`src/hw/lcdcd_pkg.sv`:
```
// Constants and types shared by the LCD driver command decoder
package lcdcd_pkg;
    // System clock and display clock
    localparam int unsigned CLK_HZ         = 125_000_000;
    localparam int unsigned DISP_CLK_HZ    = 1536;
    localparam int unsigned DISP_DIV_CYC   = CLK_HZ / DISP_CLK_HZ;
    // Blink periods in display clock ticks, toggled at half period
    localparam logic [11:0] BLINK_DIV_1    = 12'h300;
    localparam logic [11:0] BLINK_DIV_2    = 12'h600;
    localparam logic [11:0] BLINK_DIV_3    = 12'hC00;
    // Command opcodes and their compare widths
    localparam logic [3:0]  OP_MODE_SET    = 4'hC;
    localparam logic [4:0]  OP_DEV_SEL     = 5'h1C;
    localparam logic [5:0]  OP_BANK_SEL    = 6'h3E;
    localparam logic [4:0]  OP_BLINK_SEL   = 5'h1E;
    // Field positions
    localparam int unsigned BIT_PTR_OP     = 7;
    localparam int unsigned BIT_DISP_EN    = 3;
    localparam int unsigned BIT_BIAS       = 2;
    localparam int unsigned BIT_IN_BANK    = 1;
    localparam int unsigned BIT_OUT_BANK   = 0;
    localparam int unsigned BIT_BLINK_ALT  = 2;
    localparam int unsigned BIT_CONTINUE   = 7;
    localparam int unsigned BIT_TARGET     = 6;
    // Drive modes
    localparam logic [1:0]  MODE_STATIC    = 2'h1;
    localparam logic [1:0]  MODE_MUX2      = 2'h2;
    localparam logic [1:0]  MODE_MUX3      = 2'h3;
    localparam logic [1:0]  MODE_MUX4      = 2'h0;
    // Pointer advance per data byte in each drive mode
    localparam logic [7:0]  STEP_STATIC    = 8'h08;
    localparam logic [7:0]  STEP_MUX2      = 8'h04;
    localparam logic [7:0]  STEP_MUX3      = 8'h03;
    localparam logic [7:0]  STEP_MUX4      = 8'h02;
    localparam logic [7:0]  RAM_DEPTH      = 8'h3C;
    // Reset values
    localparam logic [1:0]  RST_MODE       = MODE_MUX4;
    localparam logic [1:0]  RATE_OFF       = 2'h0;

    typedef enum logic [3:0] {
        ST_IDLE   = 4'h1,
        ST_CTRL   = 4'h2,
        ST_ONE    = 4'h4,
        ST_STREAM = 4'h8
    } lcdcd_state_t;
endpackage

```
`src/hw/lcdcd_decoder.sv`:
```
// Command and display data decoder of a segment LCD driver
module lcdcd_decoder
    import lcdcd_pkg::*;
#(
    parameter int unsigned DISP_DIV = DISP_DIV_CYC
) (
    input  wire logic       clk,
    input  wire logic       reset_n,
    input  wire logic       rx_start,
    input  wire logic       rx_read,
    input  wire logic       rx_valid,
    input  wire logic [7:0] rx_byte,
    input  wire logic       rx_stop,
    input  wire logic [2:0] hw_subaddress_pins,
    output logic            display_on,
    output logic            bias_half,
    output logic [1:0]      drive_mode,
    output logic [6:0]      ram_pointer,
    output logic [2:0]      subaddress,
    output logic            input_bank,
    output logic            output_bank,
    output logic            blink_alt,
    output logic [1:0]      blink_rate_field,
    output logic            ram_we,
    output logic [6:0]      ram_addr,
    output logic [7:0]      ram_wdata,
    output logic            ram_wbank,
    output logic [1:0]      ram_wmode
);
    localparam int unsigned DIVW = $clog2(DISP_DIV);

    // A divide by one would leave the counter no width at all
    if (DISP_DIV < 2) begin : g_bad_div
        $error("DISP_DIV must be at least 2");
    end


    typedef struct packed {
        logic [2:0]      sync1;
        logic [2:0]      sync2;
        logic [2:0]      sync3;
        logic [2:0]      pins;
        lcdcd_state_t    state;
        logic            tgt_data;
        logic            ignore;
        logic            disp_en;
        logic            bias_half;
        logic [1:0]      mode;
        logic [6:0]      ptr;
        logic [2:0]      sub;
        logic            in_bank;
        logic            out_bank;
        logic            alt;
        logic [1:0]      rate;
        logic [DIVW-1:0] div_cnt;
        logic [11:0]     blink_cnt;
        logic            phase;
        logic            disp_on;
        logic            out_bank_eff;
        logic            we;
        logic [6:0]      waddr;
        logic [7:0]      wdata;
        logic            wbank;
        logic [1:0]      wmode;
    } lcdcd_reg_t;

    lcdcd_reg_t r_q;
    lcdcd_reg_t r_d;

    logic        low_mux;
    logic        tick;
    logic [11:0] half_period;
    logic [7:0]  step;
    logic [7:0]  next_ptr;
    logic        is_ptr;
    logic        is_mode;
    logic        is_dev;
    logic        is_bank;
    logic        is_blink;
    logic        take;
    logic        sub_match;

    always_comb begin
        r_d = r_q;

        // Pins pass three flops; a change counts once two and three agree
        r_d.sync1 = hw_subaddress_pins;
        r_d.sync2 = r_q.sync1;
        r_d.sync3 = r_q.sync2;
        if (r_q.sync2 == r_q.sync3) begin
            r_d.pins = r_q.sync3;
        end

        // Write strobe lasts one cycle unless a stored byte raises it
        r_d.we = 1'b0;

        low_mux = (r_q.mode == MODE_STATIC) || (r_q.mode == MODE_MUX2);

        unique case (r_q.mode)
            MODE_STATIC: begin
                step = STEP_STATIC;
            end
            MODE_MUX2: begin
                step = STEP_MUX2;
            end
            MODE_MUX3: begin
                step = STEP_MUX3;
            end
            MODE_MUX4: begin
                step = STEP_MUX4;
            end
        endcase
        next_ptr = {1'b0, r_q.ptr} + step;

        // Opcode classes; the pointer load is tested first
        is_ptr   = !rx_byte[BIT_PTR_OP];
        is_mode  = (rx_byte[7:4] == OP_MODE_SET);
        is_dev   = (rx_byte[7:3] == OP_DEV_SEL);
        is_bank  = (rx_byte[7:2] == OP_BANK_SEL);
        is_blink = (rx_byte[7:3] == OP_BLINK_SEL);

        // A byte in the stop cycle is dropped
        take = rx_valid && !r_q.ignore && !rx_stop
            && ((r_q.state == ST_ONE) || (r_q.state == ST_STREAM));

        // Only the device whose pins match the subaddress stores
        sub_match = (r_q.sub == r_q.pins);

        // Control byte framing
        unique case (r_q.state)
            ST_IDLE: begin
                if (rx_start) begin
                    r_d.state  = ST_CTRL;
                    r_d.ignore = rx_read;
                end
            end
            ST_CTRL: begin
                if (rx_valid) begin
                    r_d.tgt_data = rx_byte[BIT_TARGET];
                    if (rx_byte[BIT_CONTINUE]) begin
                        r_d.state = ST_ONE;
                    end else begin
                        r_d.state = ST_STREAM;
                    end
                end
            end
            ST_ONE: begin
                if (rx_valid) begin
                    r_d.state = ST_CTRL;
                end
            end
            ST_STREAM: begin
                // Held until the stop ends the frame
            end
        endcase

        if (rx_stop) begin
            r_d.state = ST_IDLE;
        end

        if (take) begin
            if (r_q.tgt_data) begin
                r_d.we    = sub_match;
                r_d.waddr = r_q.ptr;
                r_d.wdata = rx_byte;
                r_d.wbank = r_q.in_bank & low_mux;
                r_d.wmode = r_q.mode;

                // Counters advance in every device, matched or not
                if (next_ptr >= RAM_DEPTH) begin
                    r_d.ptr = 7'(next_ptr - RAM_DEPTH);
                    r_d.sub = r_q.sub + 3'h1;
                end else begin
                    r_d.ptr = next_ptr[6:0];
                end
            end else if (is_ptr) begin
                r_d.ptr = rx_byte[6:0];
            end else if (is_mode) begin
                r_d.disp_en   = rx_byte[BIT_DISP_EN];
                r_d.bias_half = rx_byte[BIT_BIAS];
                r_d.mode      = rx_byte[1:0];
            end else if (is_dev) begin
                r_d.sub = rx_byte[2:0];
            end else if (is_bank) begin
                // Wide modes have no spare bank to switch to
                if (low_mux) begin
                    r_d.in_bank  = rx_byte[BIT_IN_BANK];
                    r_d.out_bank = rx_byte[BIT_OUT_BANK];
                end
            end else if (is_blink) begin
                r_d.alt  = rx_byte[BIT_BLINK_ALT];
                r_d.rate = rx_byte[1:0];
            end
            // Any other byte falls through untouched
        end

        // Display clock enable from the system clock
        tick = (r_q.div_cnt == DIVW'(DISP_DIV - 1));
        if (tick) begin
            r_d.div_cnt = '0;
        end else begin
            r_d.div_cnt = r_q.div_cnt + DIVW'(1);
        end

        unique case (r_q.rate)
            2'h1: begin
                half_period = BLINK_DIV_1 >> 1;
            end
            2'h2: begin
                half_period = BLINK_DIV_2 >> 1;
            end
            2'h3: begin
                half_period = BLINK_DIV_3 >> 1;
            end
            default: begin
                half_period = 12'h000;
            end
        endcase


        // Blink off holds the phase count and phase at zero
        if (r_q.rate == RATE_OFF) begin
            r_d.blink_cnt = 12'h000;
            r_d.phase     = 1'b0;
        end else if (tick) begin
            if (r_q.blink_cnt >= half_period - 12'h001) begin
                r_d.blink_cnt = 12'h000;
                r_d.phase     = ~r_q.phase;
            end else begin
                r_d.blink_cnt = r_q.blink_cnt + 12'h001;
            end
        end

        // Display outputs from the status registers
        if (r_q.alt && low_mux) begin
            r_d.disp_on      = r_q.disp_en;
            r_d.out_bank_eff = r_q.out_bank ^ (r_q.phase & r_q.disp_en);
        end else begin
            r_d.disp_on      = r_q.disp_en & ~r_q.phase;
            r_d.out_bank_eff = r_q.out_bank & low_mux;
        end
    end

    always_ff @(posedge clk or negedge reset_n) begin
        if (!reset_n) begin
            r_q              <= '0;
            r_q.state        <= ST_IDLE;
            r_q.mode         <= RST_MODE;
            r_q.rate         <= RATE_OFF;
        end else begin
            r_q <= r_d;
        end
    end

    assign display_on       = r_q.disp_on;
    assign bias_half        = r_q.bias_half;
    assign drive_mode       = r_q.mode;
    assign ram_pointer      = r_q.ptr;
    assign subaddress       = r_q.sub;
    assign input_bank       = r_q.in_bank;
    assign output_bank      = r_q.out_bank_eff;
    assign blink_alt        = r_q.alt;
    assign blink_rate_field = r_q.rate;
    assign ram_we           = r_q.we;
    assign ram_addr         = r_q.waddr;
    assign ram_wdata        = r_q.wdata;
    assign ram_wbank        = r_q.wbank;
    assign ram_wmode        = r_q.wmode;
endmodule // lcdcd_decoder

```
`config.mk`:
```
export PLATFORM = sky130hd
export DESIGN_NAME = lcdcd_decoder
export DESIGN_NICKNAME = d
export VERILOG_FILES = /design/src/hw/lcdcd_pkg.sv /design/src/hw/lcdcd_decoder.sv
export SDC_FILE = /design/constraint.sdc
export NUM_CORES = 1
export LEC_CHECK = 0
export CORE_MARGIN = 3
export CORE_UTILIZATION = 55
export DETAILED_ROUTE_END_ITERATION = 10
export DONT_BUFFER_PORTS = 1
export PLACE_DENSITY = 0.7
export SETUP_SLACK_MARGIN = 0.15
export SYNTH_ARGS = -nofsm -noshare
export SYNTH_HDL_FRONTEND = slang
export SYNTH_SLANG_ARGS = --single-unit
```
`constraint.sdc`:
```
create_clock -name clk -period 4.3 [get_ports clk]
set_input_delay 0.86 -clock clk [delete_from_list [all_inputs] [get_ports clk]]
set_output_delay 0.86 -clock clk [all_outputs]
set_load 0.1 [all_outputs]
```
==> results of run 1 <==
[kinds of logic after synthesis]
group           count (synthesis)  synth area share, %
flops                          88                 46.4
simple gates                  184                 18.5
compound gates                 75                 11.3
buf+inv                        68                 8.07
xor+xnor                       33                 6.09
fa+ha+maj                      21                 5.69
mux                            17                 3.90
[cell usage after synthesis, types with 3 or more instances]
master    number
and3_1         5
nand3_1       14
mux2_1         4
buf_4         31
and4_1         4
o21ai_0       19
xor2_1        11
o211ai_1       4
xnor2_1       22
nor4b_1        3
a21oi_1       18
a21o_1         5
nand4_1        7
and2_1         3
nor3_1         5
nor2b_1        5
clkbuf_1      10
inv_1         21
nand2_1       67
dfrtp_1       87
mux2i_1        5
or3_1          5
ha_1          20
mux2_2         8
nor4_1         3
nor2_1        50
nor3b_1        3
[path summary, 6_finish.rpt]
kind	to	slack (ps)	cells after the start
max	subaddress[1]	910	12
min	ram_pointer[6]	180	0
max reg2reg	subaddress[1]	910	12
min reg2reg	r_d[81]	360	0
max in group asynchronous	r_q[72]	3880	0
min in group clk	r_d[81]	360	0
[power breakdown]
part | leakage, nW | internal [mW] | switching, mW
clock network | 0.100 | 0.273 | 0.307
registers | 1.15 | 0.853 | 0.0622
logic | 0.963 | 0.0492 | 0.0766
total | 2.22 | 1.18 | 0.446
[stage by stage]
stage / util [%] / setup WS [ps]
after global routing: 58.5 / 623
after detailed placement: 56.1 / 919
after CTS: 58.5 / 900
after floorplan: - / 1240
after global placement: 56.1 / 1050
final: 58.5 / 905
[sequential cells by signal, indices dropped and copies added, names as in the netlist]
name / flops
bias_half: 1
blink_alt: 1
blink_rate_field: 2
display_on: 1
drive_mode: 2
input_bank: 1
output_bank: 1
r_d: 6
r_q: 44
ram_addr: 7
ram_pointer: 7
ram_wbank: 1
ram_wdata: 8
ram_we: 1
ram_wmode: 2
subaddress: 3
[layout make-up]
class / count / area, um^2
clock inverters: 7 / 77.6
flip-flops and latches: 88 / 2200
well taps: 105 / 131
clock buffers: 9 / 124
fillers: 724 / 3440
multi-input cells: 330 / 2160
inverters: 21 / 78.8
repair buffers: 11 / 82.6
[layer usage]
metal  wire (um)  part of all wire [%]  global-route usage [%]  vias up
met1        4150                    45                    26.6     1540
met2        4470                    48                    32.1       57
met3         452                   4.9                    5.45       15
li1            -                     -                       -     1579
met4         180                   1.9                    8.82        0
met5           0                     0                       0        -
[critical path: stages (launching register included)]
cell and delay, ps:
dfrtp_1 400, inv_1 80, ha_1 350, ha_1 320, a211oi_2 330, nor2_1 120
nor2_1 200, ha_1 290, nand2_1 120, a2111oi_4 380, a211oi_4 120, o22ai_2 220
mux2_1 340
==> impl_metrics.csv, run 1 <==
group,metric,value,unit
floorplan,dieHeight,98.9,um
route,detail_route.iter0.violations,113,
route,ant_nets,0,
final_layout,drive_gt1_share,10.5,%
placed_design,place_area,4660,um^2
run_status,status,"completed",
clocking,cts_buffers,9,
synth,synth_top_area_share,45.9,%
final_layout,design_area,4860,um^2
floorplan,die-area,9780,um^2
final_layout,layout.nets,499,
final_layout,antenna_cells,0,
timing,fin_hold_ws,185,ps
synth,yosysTopAreaCell,"dfrtp_1",
clocking,path_clk_slew,90,ps
grt,overflow,0,
grt,first_global_vias,3244,
clocking,root_buffer,"clkbuf_8",
synth,ys_seq_elements,88,
route,via_per_inst,5.59,
synth,synth_area,4750,um^2
timing,period_needed,3390,ps
timing,fin_crit_sh,78.9,%
floorplan,die_w,98.9,um
synth,yosysUniqueCellTypes,62,
synth,syn_inst,486,
placed_design,dp_cells,555,
route,wirelength,9260,um
power_and_ir_drop,vdd_drop_max,228,uV
setup_path,worstSetupPathType,"reg -> reg",
timing,hold_viol_final,0,
final_layout,final_common_cell,"dfrtp_1",
setup_path,startpoint,"drive_mode[0]",
placed_design,io_buffers,0,
route,drc,0,
clocking,post_cts_buffers,0,
clocking,cts_tree,"done",
synth,synth_edf_count,0,
route,vias,3191,
job,drv_cap,0,
synth,synth_nets,524,
floorplan,core,8300,um^2
power_and_ir_drop,p_total,1.62,mW
floorplan,pin_count,55,
placed_design,hpwl,6660,um
route,post_drt_wl_per_cell,16.2,um
placed_design,gp_congestion,0.910,
floorplan,initial_core_util,57.2,%
grt,grt_max_degree,89,
final_layout,area_growth,2.35,%
setup_path,crit_fanout,6,
hold_path,min_path_type,"in -> async",
synth,synth.area.top_cells,"dfrtp_1 46%, nand2_1 5.3%, ha_1 5.3%",
setup_path,cp-end-kind,"flip-flop",
final_layout,layout_common_cells,"87 x dfrtp_1, 67 x nand2_1, 50 x nor2_1, 22 x xnor2_1, 21 x inv_1",
power_and_ir_drop,leakage,2.22,nW
setup_path,start_kind,"flip-flop",
timing,setup_viol,0,
synth,ys_async_sr_fraction,100,%
clocking,clockBufferDepth,2,
grt,grt_antenna_before_repair,0,
clocking,cts_resized,0,
setup_path,reg2reg_from,"drive_mode[0]",
timing,max_slew.worst_pin.slew,1100,ps
grt,grt.total_usage,20.4,%
grt,grt_pass1_wl,16000,um
timing,drv_slew,0,
final_layout,stdcell_count,571,
timing,setup_tns,0,ps
timing,fin_skew,11.8,ps
clocking,clock_sink_count,88,
power_and_ir_drop,power_density,334,nW/um^2
clocking,postCtsHoldBufs,0,
synth,synthFlopType,"dfrtp_1",
synth,synth_warnings,0,
setup_path,required,4550,ps
clocking,insertion_delay,360,ps
synth,ys_seq_area_share,46.4,%
clocking,htreeDepth,3,
floorplan,num_rows,33,
synth,syn_area_per_cell,9.77,um^2
timing,rsz0062_at_grt,"no",
timing,fmax,295,MHz
timing,relSlewSlack,26.8,%
setup_path,arrival,3650,ps
route,dr.pass1.iters,4,
Note: power is estimated with default switching activity, not from simulation.
==> run 2, diff against run 1 <==
ABC_AREA = 1   (was unset)
PLACE_DENSITY = 0.73   (was 0.7)
clock period = 2.7 ns   (was 4.3 ns; I/O delays follow)
==> run 2 against run 1 <==
  * Sequential power grew 68%
  * Critical path depth grew 3
  * First-iteration DRC count grew 74%
  * Area after synthesis shrank 0.40%
  * Clock power grew 59%
  * Final cell count grew 18%
  * Maximum frequency grew 37%
  * Clock-buffer cell count grew 1
  * Flip-flop and latch count is the same
  * Worst hold slack lost 120 ps
  * Clock skew shrank 1.2 ps
  * Synthesized cell count grew 16%
  * Critical endpoint is now ram_pointer[5]
  * Largest cell class unchanged
==> impl_metrics.csv, run 2 <==
group,metric,value,unit
clocking,path_clk_slew,90,ps
synth,ys_seq_area_share,46.6,%
setup_path,start_kind,"flip-flop",
synth,synth_nets,601,
synth,synth_top_area_share,46.1,%
timing,period_needed,2480,ps
setup_path,crit_fanout,4,
final_layout,regMostFlops,"r_q",
final_layout,area_growth,7.81,%
synth,syn_inst,563,
timing,rsz0062_at_grt,"no",
grt,grt_max_degree,89,
synth,synth_warnings,0,
final_layout,layout_common_cells,"124 x nand2_1, 86 x dfrtp_1, 73 x inv_1, 46 x nor2_1, 43 x o21ai_0",
route,dr.pass1.iters,5,
grt,grt_antenna_before_repair,0,
setup_path,required,2960,ps
hold_path,min_path_type,"in -> async",
placed_design,place_ws,54.1,ps
placed_design,io_buffers,0,
route,drc,0,
timing,fin_ws,224,ps
route,ant_nets,0,
clocking,clockBufferDepth,2,
clocking,clock_sink_count,88,
final_layout,largest_reg_flops,44,
floorplan,die-area,9740,um^2
final_layout,drive_gt1_share,12.3,%
setup_path,cp-end-kind,"flip-flop",
setup_path,worstSetupPathType,"reg -> reg",
grt,overflow,0,
floorplan,core,8300,um^2
setup_path,arrival,2740,ps
clocking,root_buffer,"clkbuf_8",
final_layout,final_common_cell,"nand2_1",
timing,relSlewSlack,37.3,%
synth,yosysTopAreaCell,"dfrtp_1",
floorplan,die_w,98.7,um
route,post_drt_wl_per_cell,14.8,um
clocking,cts_tree,"done",
timing,fmax,404,MHz
route,wirelength,9920,um
synth,ys_async_sr_fraction,100,%
synth,ys_seq_elements,88,
grt,grt_pass1_wl,16100,um
job,drv_cap,0,
floorplan,dieHeight,98.7,um
route,via_per_inst,5.30,
synth,synth_top_cells_by_count,"125 x nand2_1, 87 x dfrtp_1, 75 x inv_1, 47 x nor2_1, 43 x o21ai_0",
synth,post-synth-top-count-cell,"nand2_1",
clocking,cts_buffers,9,
timing,fin_crit_sh,91.7,%
floorplan,num_rows,33,
final_layout,fillers,706,
final_layout,antenna_cells,0,
final_layout,layout.nets,600,
floorplan,initial_core_util,57.0,%
synth,synthFlopType,"dfrtp_1",
timing,setup_viol,0,
run_status,status,"completed",
synth,syn_area_per_cell,8.40,um^2
timing,setup_tns,0,ps
power_and_ir_drop,leakage,2.45,nW
timing,fin_skew,10.7,ps
synth,synth.area.top_cells,"dfrtp_1 46%, nand2_1 9.9%, inv_1 6.0%",
synth,synth_edf_count,0,
route,vias,3562,
power_and_ir_drop,vdd_drop_max,375,uV
clocking,htreeDepth,3,
final_layout,finish.utilization,61.4,%
timing,max_slew.worst_pin.slew,940,ps
grt,grt.total_usage,20.6,%
route,detail_route.iter0.violations,197,
clocking,insertion_delay,360,ps
placed_design,hpwl,6950,um
timing,drv_slew,0,
synth,synth_area,4730,um^2
floorplan,pin_count,55,
power_and_ir_drop,power_density,594,nW/um^2
grt,first_global_vias,3392,
synth,yosysUniqueCellTypes,36,
placed_design,gp_congestion,0.960,
timing,hold_viol_final,0,
## run 2: cell types whose count changed in the layout (fill, tap and decap cells not counted), moves of 12 or more
cell	change
nand2_1	+57
inv_1	+52
o21ai_0	+24
xnor2_1	-18
nand3_1	+14
buf_4	+12
## run 2: power breakdown
part           leakage [nW]  switching [mW]  internal (mW)
combinational          1.20           0.391          0.169
clock                0.0851           0.493          0.431
sequential             1.17           0.163           1.38
total                  2.45            1.05           1.98
## run 2: routing by layer
layer	routed length (um)	part of all wire (%)	GRT usage, %
met1	4150	42	25.0
met2	4830	49	34.5
met3	701	7.1	8.28
met4	237	2.4	5.46
met5	0	0	0
## run 2: area by class of cell
cell class	count	area, um^2	share of cell area, %
Tap cell	105	131	2.58
Sequential cell	88	2200	43.3
Timing Repair Buffer	26	221	4.35
Clock inverter	6	68.8	1.35
Inverter	76	285	5.60
Clock buffer	10	128	2.50
Multi-Input combinational cell	361	2060	40.4
## run 2: cell families (layout without fill, tap and decap cells)
| logic type | count (synthesis) | after routing | synth area share [%] |
|---|---|---|---|
| adders and majority gates | 21 | 21 | 5.72 |
| and+or+nand+nor | 236 | 236 | 21.7 |
| xor gates and xnor gates | 21 | 21 | 3.89 |
| buffers and inverters | 114 | 118 | 11.8 |
| muxes | 5 | 5 | 1.27 |
| DFF | 88 | 88 | 46.6 |
| AOI/OAI and AO/OA | 78 | 78 | 8.97 |
## run 2: stage by stage
stage | cells | hold WS, ps | total power, mW | area (um^2)
2_1_floorplan | 563 | 244 | 1.99 | 4730
3_3_place_gp | 649 | 247 | 2.04 | 4730
3_5_place_dp | 649 | 247 | 2.05 | 4730
4_1_cts | 666 | -152 | 2.98 | 4960
5_1_grt | 672 | 89.0 | 3.16 | 5100
6_report | 672 | 69.2 | 3.03 | 5100
## run 2: critical path, cell delays in order (launching register included)
cell and delay [ps]:
dfrtp_1 400, buf_6 130, ha_4 130, ha_4 130
inv_1 60, fa_2 420, xnor2_2 190, ha_2 180
inv_1 60, nor2_2 130, nand2_2 110, buf_4 160
nand4_1 70, nand3_1 80, nand2_1 70, nand2_1 50
## run 2: path summary, 6_finish.rpt
check                                       from        endpoint  slack (ps)  cells after the start
setup / recovery                   drive_mode[0]  ram_pointer[5]         220                     15
hold / removal                           reset_n         r_q[31]          70                      1
setup reg to reg                   drive_mode[0]  ram_pointer[5]         220                     15
hold reg to reg                          r_d[82]         r_d[79]         360                      0
max in group asynchronous                reset_n         r_q[72]        1940                      1
min in group clk           hw_subaddress_pins[2]         r_d[84]         200                      0
## run 2: repair_timing
action / in CTS / in global routing
endpoints found under the hold margin: 87 / 87
pin swaps: 2 / 8
gates resized for setup: 5 / 15
setup endpoints to repair: 7 / 8
gates cloned: 0 / 0
buffers inserted: 1 / 4
==> run 3, diff against run 2 <==
CTS_BUF_LIST = sky130_fd_sc_hd__clkbuf_8   (was unset)
==> run 3 against run 2 <==
  * Clock-buffer cell count fell by 1
  * First-iteration DRC count unchanged
  * Sequential share of layout area is the same
  * Clock skew stayed put
  * Setup slack unchanged
  * Non-clock buffer count unchanged
  * Sequential power barely moved
  * Power decreased by 0.12%
==> impl_metrics.csv, run 3 (synthesis gave the netlist of run 2 again) <==
group,metric,value,unit
setup_path,arrival,2740,ps
timing,drv_slew,0,
final_layout,largest_reg_flops,44,
setup_path,cp-end-kind,"flip-flop",
clocking,cts_tree,"done",
run_status,status,"completed",
setup_path,path_buf_inv,4,
grt,first_global_vias,3392,
timing,setup_tns,0,ps
timing,max_slew.worst_pin.slew,940,ps
final_layout,drive_gt1_share,12.3,%
floorplan,pin_count,55,
timing,fin_skew,10.7,ps
floorplan,core,8300,um^2
hold_path,min_path_type,"in -> async",
placed_design,hpwl,6950,um
power_and_ir_drop,vdd_drop_max,375,uV
timing,fin_hold_ws,69.2,ps
timing,hold_viol_final,0,
route,ant_nets,0,
timing,rsz0062_at_grt,"no",
timing,period_needed,2480,ps
timing,fmax,404,MHz
clocking,clock_sink_count,88,
floorplan,dieHeight,98.7,um
setup_path,worstSetupPathType,"reg -> reg",
floorplan,num_rows,33,
final_layout,area_growth,7.81,%
route,dr.pass1.iters,5,
setup_path,required,2960,ps
final_layout,layout_common_cells,"124 x nand2_1, 86 x dfrtp_1, 74 x inv_1, 46 x nor2_1, 43 x o21ai_0",
floorplan,die_w,98.7,um
placed_design,place_ws,54.1,ps
clocking,htreeDepth,3,
final_layout,finish.utilization,61.4,%
final_layout,design_area,5100,um^2
setup_path,crit_fanout,4,
timing,fin_crit_sh,91.7,%
final_layout,multi_input_area,2060,um^2
route,via_per_inst,5.30,
final_layout,fillers,706,
clocking,insertion_delay,360,ps
route,drc,0,
setup_path,cp_slowest_cell,"fa_2",
timing,fin_ws,224,ps
timing,setup_viol,0,
route,detail_route.iter0.violations,197,
route,vias,3562,
clocking,root_buffer,"clkbuf_8",
placed_design,io_buffers,0,
setup_path,max_stage_delay,420,ps
floorplan,die-area,9740,um^2
power_and_ir_drop,leakage,2.46,nW
route,post_drt_wl_per_cell,14.8,um
final_layout,seqCellArea,2200,um^2
grt,grt_max_degree,89,
grt,overflow,0,
setup_path,start_kind,"flip-flop",
final_layout,regMostFlops,"r_q",
placed_design,place_area,4730,um^2
final_layout,final_common_cell,"nand2_1",
final_layout,antenna_cells,0,
clocking,cts_buffers,9,
route,wirelength,9920,um
placed_design,gp_congestion,0.960,
job,drv_cap,0,
final_layout,layout.nets,600,
grt,grt_antenna_before_repair,0,
timing,relSlewSlack,37.3,%
clocking,clockBufferDepth,2,
setup_path,crit_family,"adder cells",
power_and_ir_drop,power_density,593,nW/um^2
setup_path,path_cells,"buf_6 > ha_4 > ha_4 > inv_1 > fa_2 > xnor2_2 > ha_2 > inv_1 > nor2_2 > nand2_2 > buf_4 > nand4_1 > nand3_1 > nand2_1 > nand2_1",
clocking,path_clk_slew,90,ps
grt,grt_pass1_wl,16100,um
grt,grt.total_usage,20.6,%
floorplan,initial_core_util,57.0,%
==> run 3: cell count changes in the layout (fill, tap and decap cells not counted) <==
cell      change
clkbuf_1      -1
inv_1         +1
==> run 3: stage by stage <==
step / power, mW / cells
6_report: 3.02 / 672
5_1_grt: 3.16 / 672
4_1_cts: 2.98 / 666
3_5_place_dp: 2.05 / 649
3_3_place_gp: 2.04 / 649
2_1_floorplan: 1.99 / 563
==> run 3: path summary, 6_finish.rpt <==
| kind | startpoint | to | slack [ps] | cells past startpoint |
|---|---|---|---|---|
| worst max register to register | drive_mode[0] | ram_pointer[5] | 220 | 15 |
| min in group clk | hw_subaddress_pins[2] | r_d[84] | 200 | 0 |
| max in group asynchronous | reset_n | r_q[72] | 1940 | 1 |
| worst max-delay path | drive_mode[0] | ram_pointer[5] | 220 | 15 |
| worst min-delay path | reset_n | r_q[31] | 70 | 1 |
| worst min register to register | r_d[82] | r_d[79] | 360 | 0 |
==> run 3: final cells by class <==
cell class,count,share of cell area [%]
timing repair buffer,26,4.35
multi-input combinational,361,40.4
tap,105,2.58
inverter,76,5.60
sequential,88,43.3
clock inverter,7,1.42
clock buffer,9,2.43
==> run 3: worst register-to-register path: cells and delay by family, from the launching register on <==
family                   cells  cell delay (ps)
flip-flops                   1              400
XOR/XNOR                     1              190
AND/OR/NAND/NOR              6              510
adder cells (fa/ha/maj)      4              860
buffers and inverters        4              410
==> run 3: routing by layer <==
layer,GRT usage [%],wire [um]
met1,25.0,4150
met2,34.5,4830
met3,8.28,701
met4,5.46,237
met5,0,0
==> run 3: timing repair <==
item	in CTS	in global routing
setup buffers	1	4
endpoints found under the setup margin	7	8
gates resized for setup	5	15
pin swaps	2	8
hold endpoints to repair	87	87
cloned	0	0
==> run 3: where the power goes <==
part,internal [mW],switching (mW)
registers,1.38,0.163
logic,0.169,0.391
clock network,0.427,0.493
total,1.98,1.05
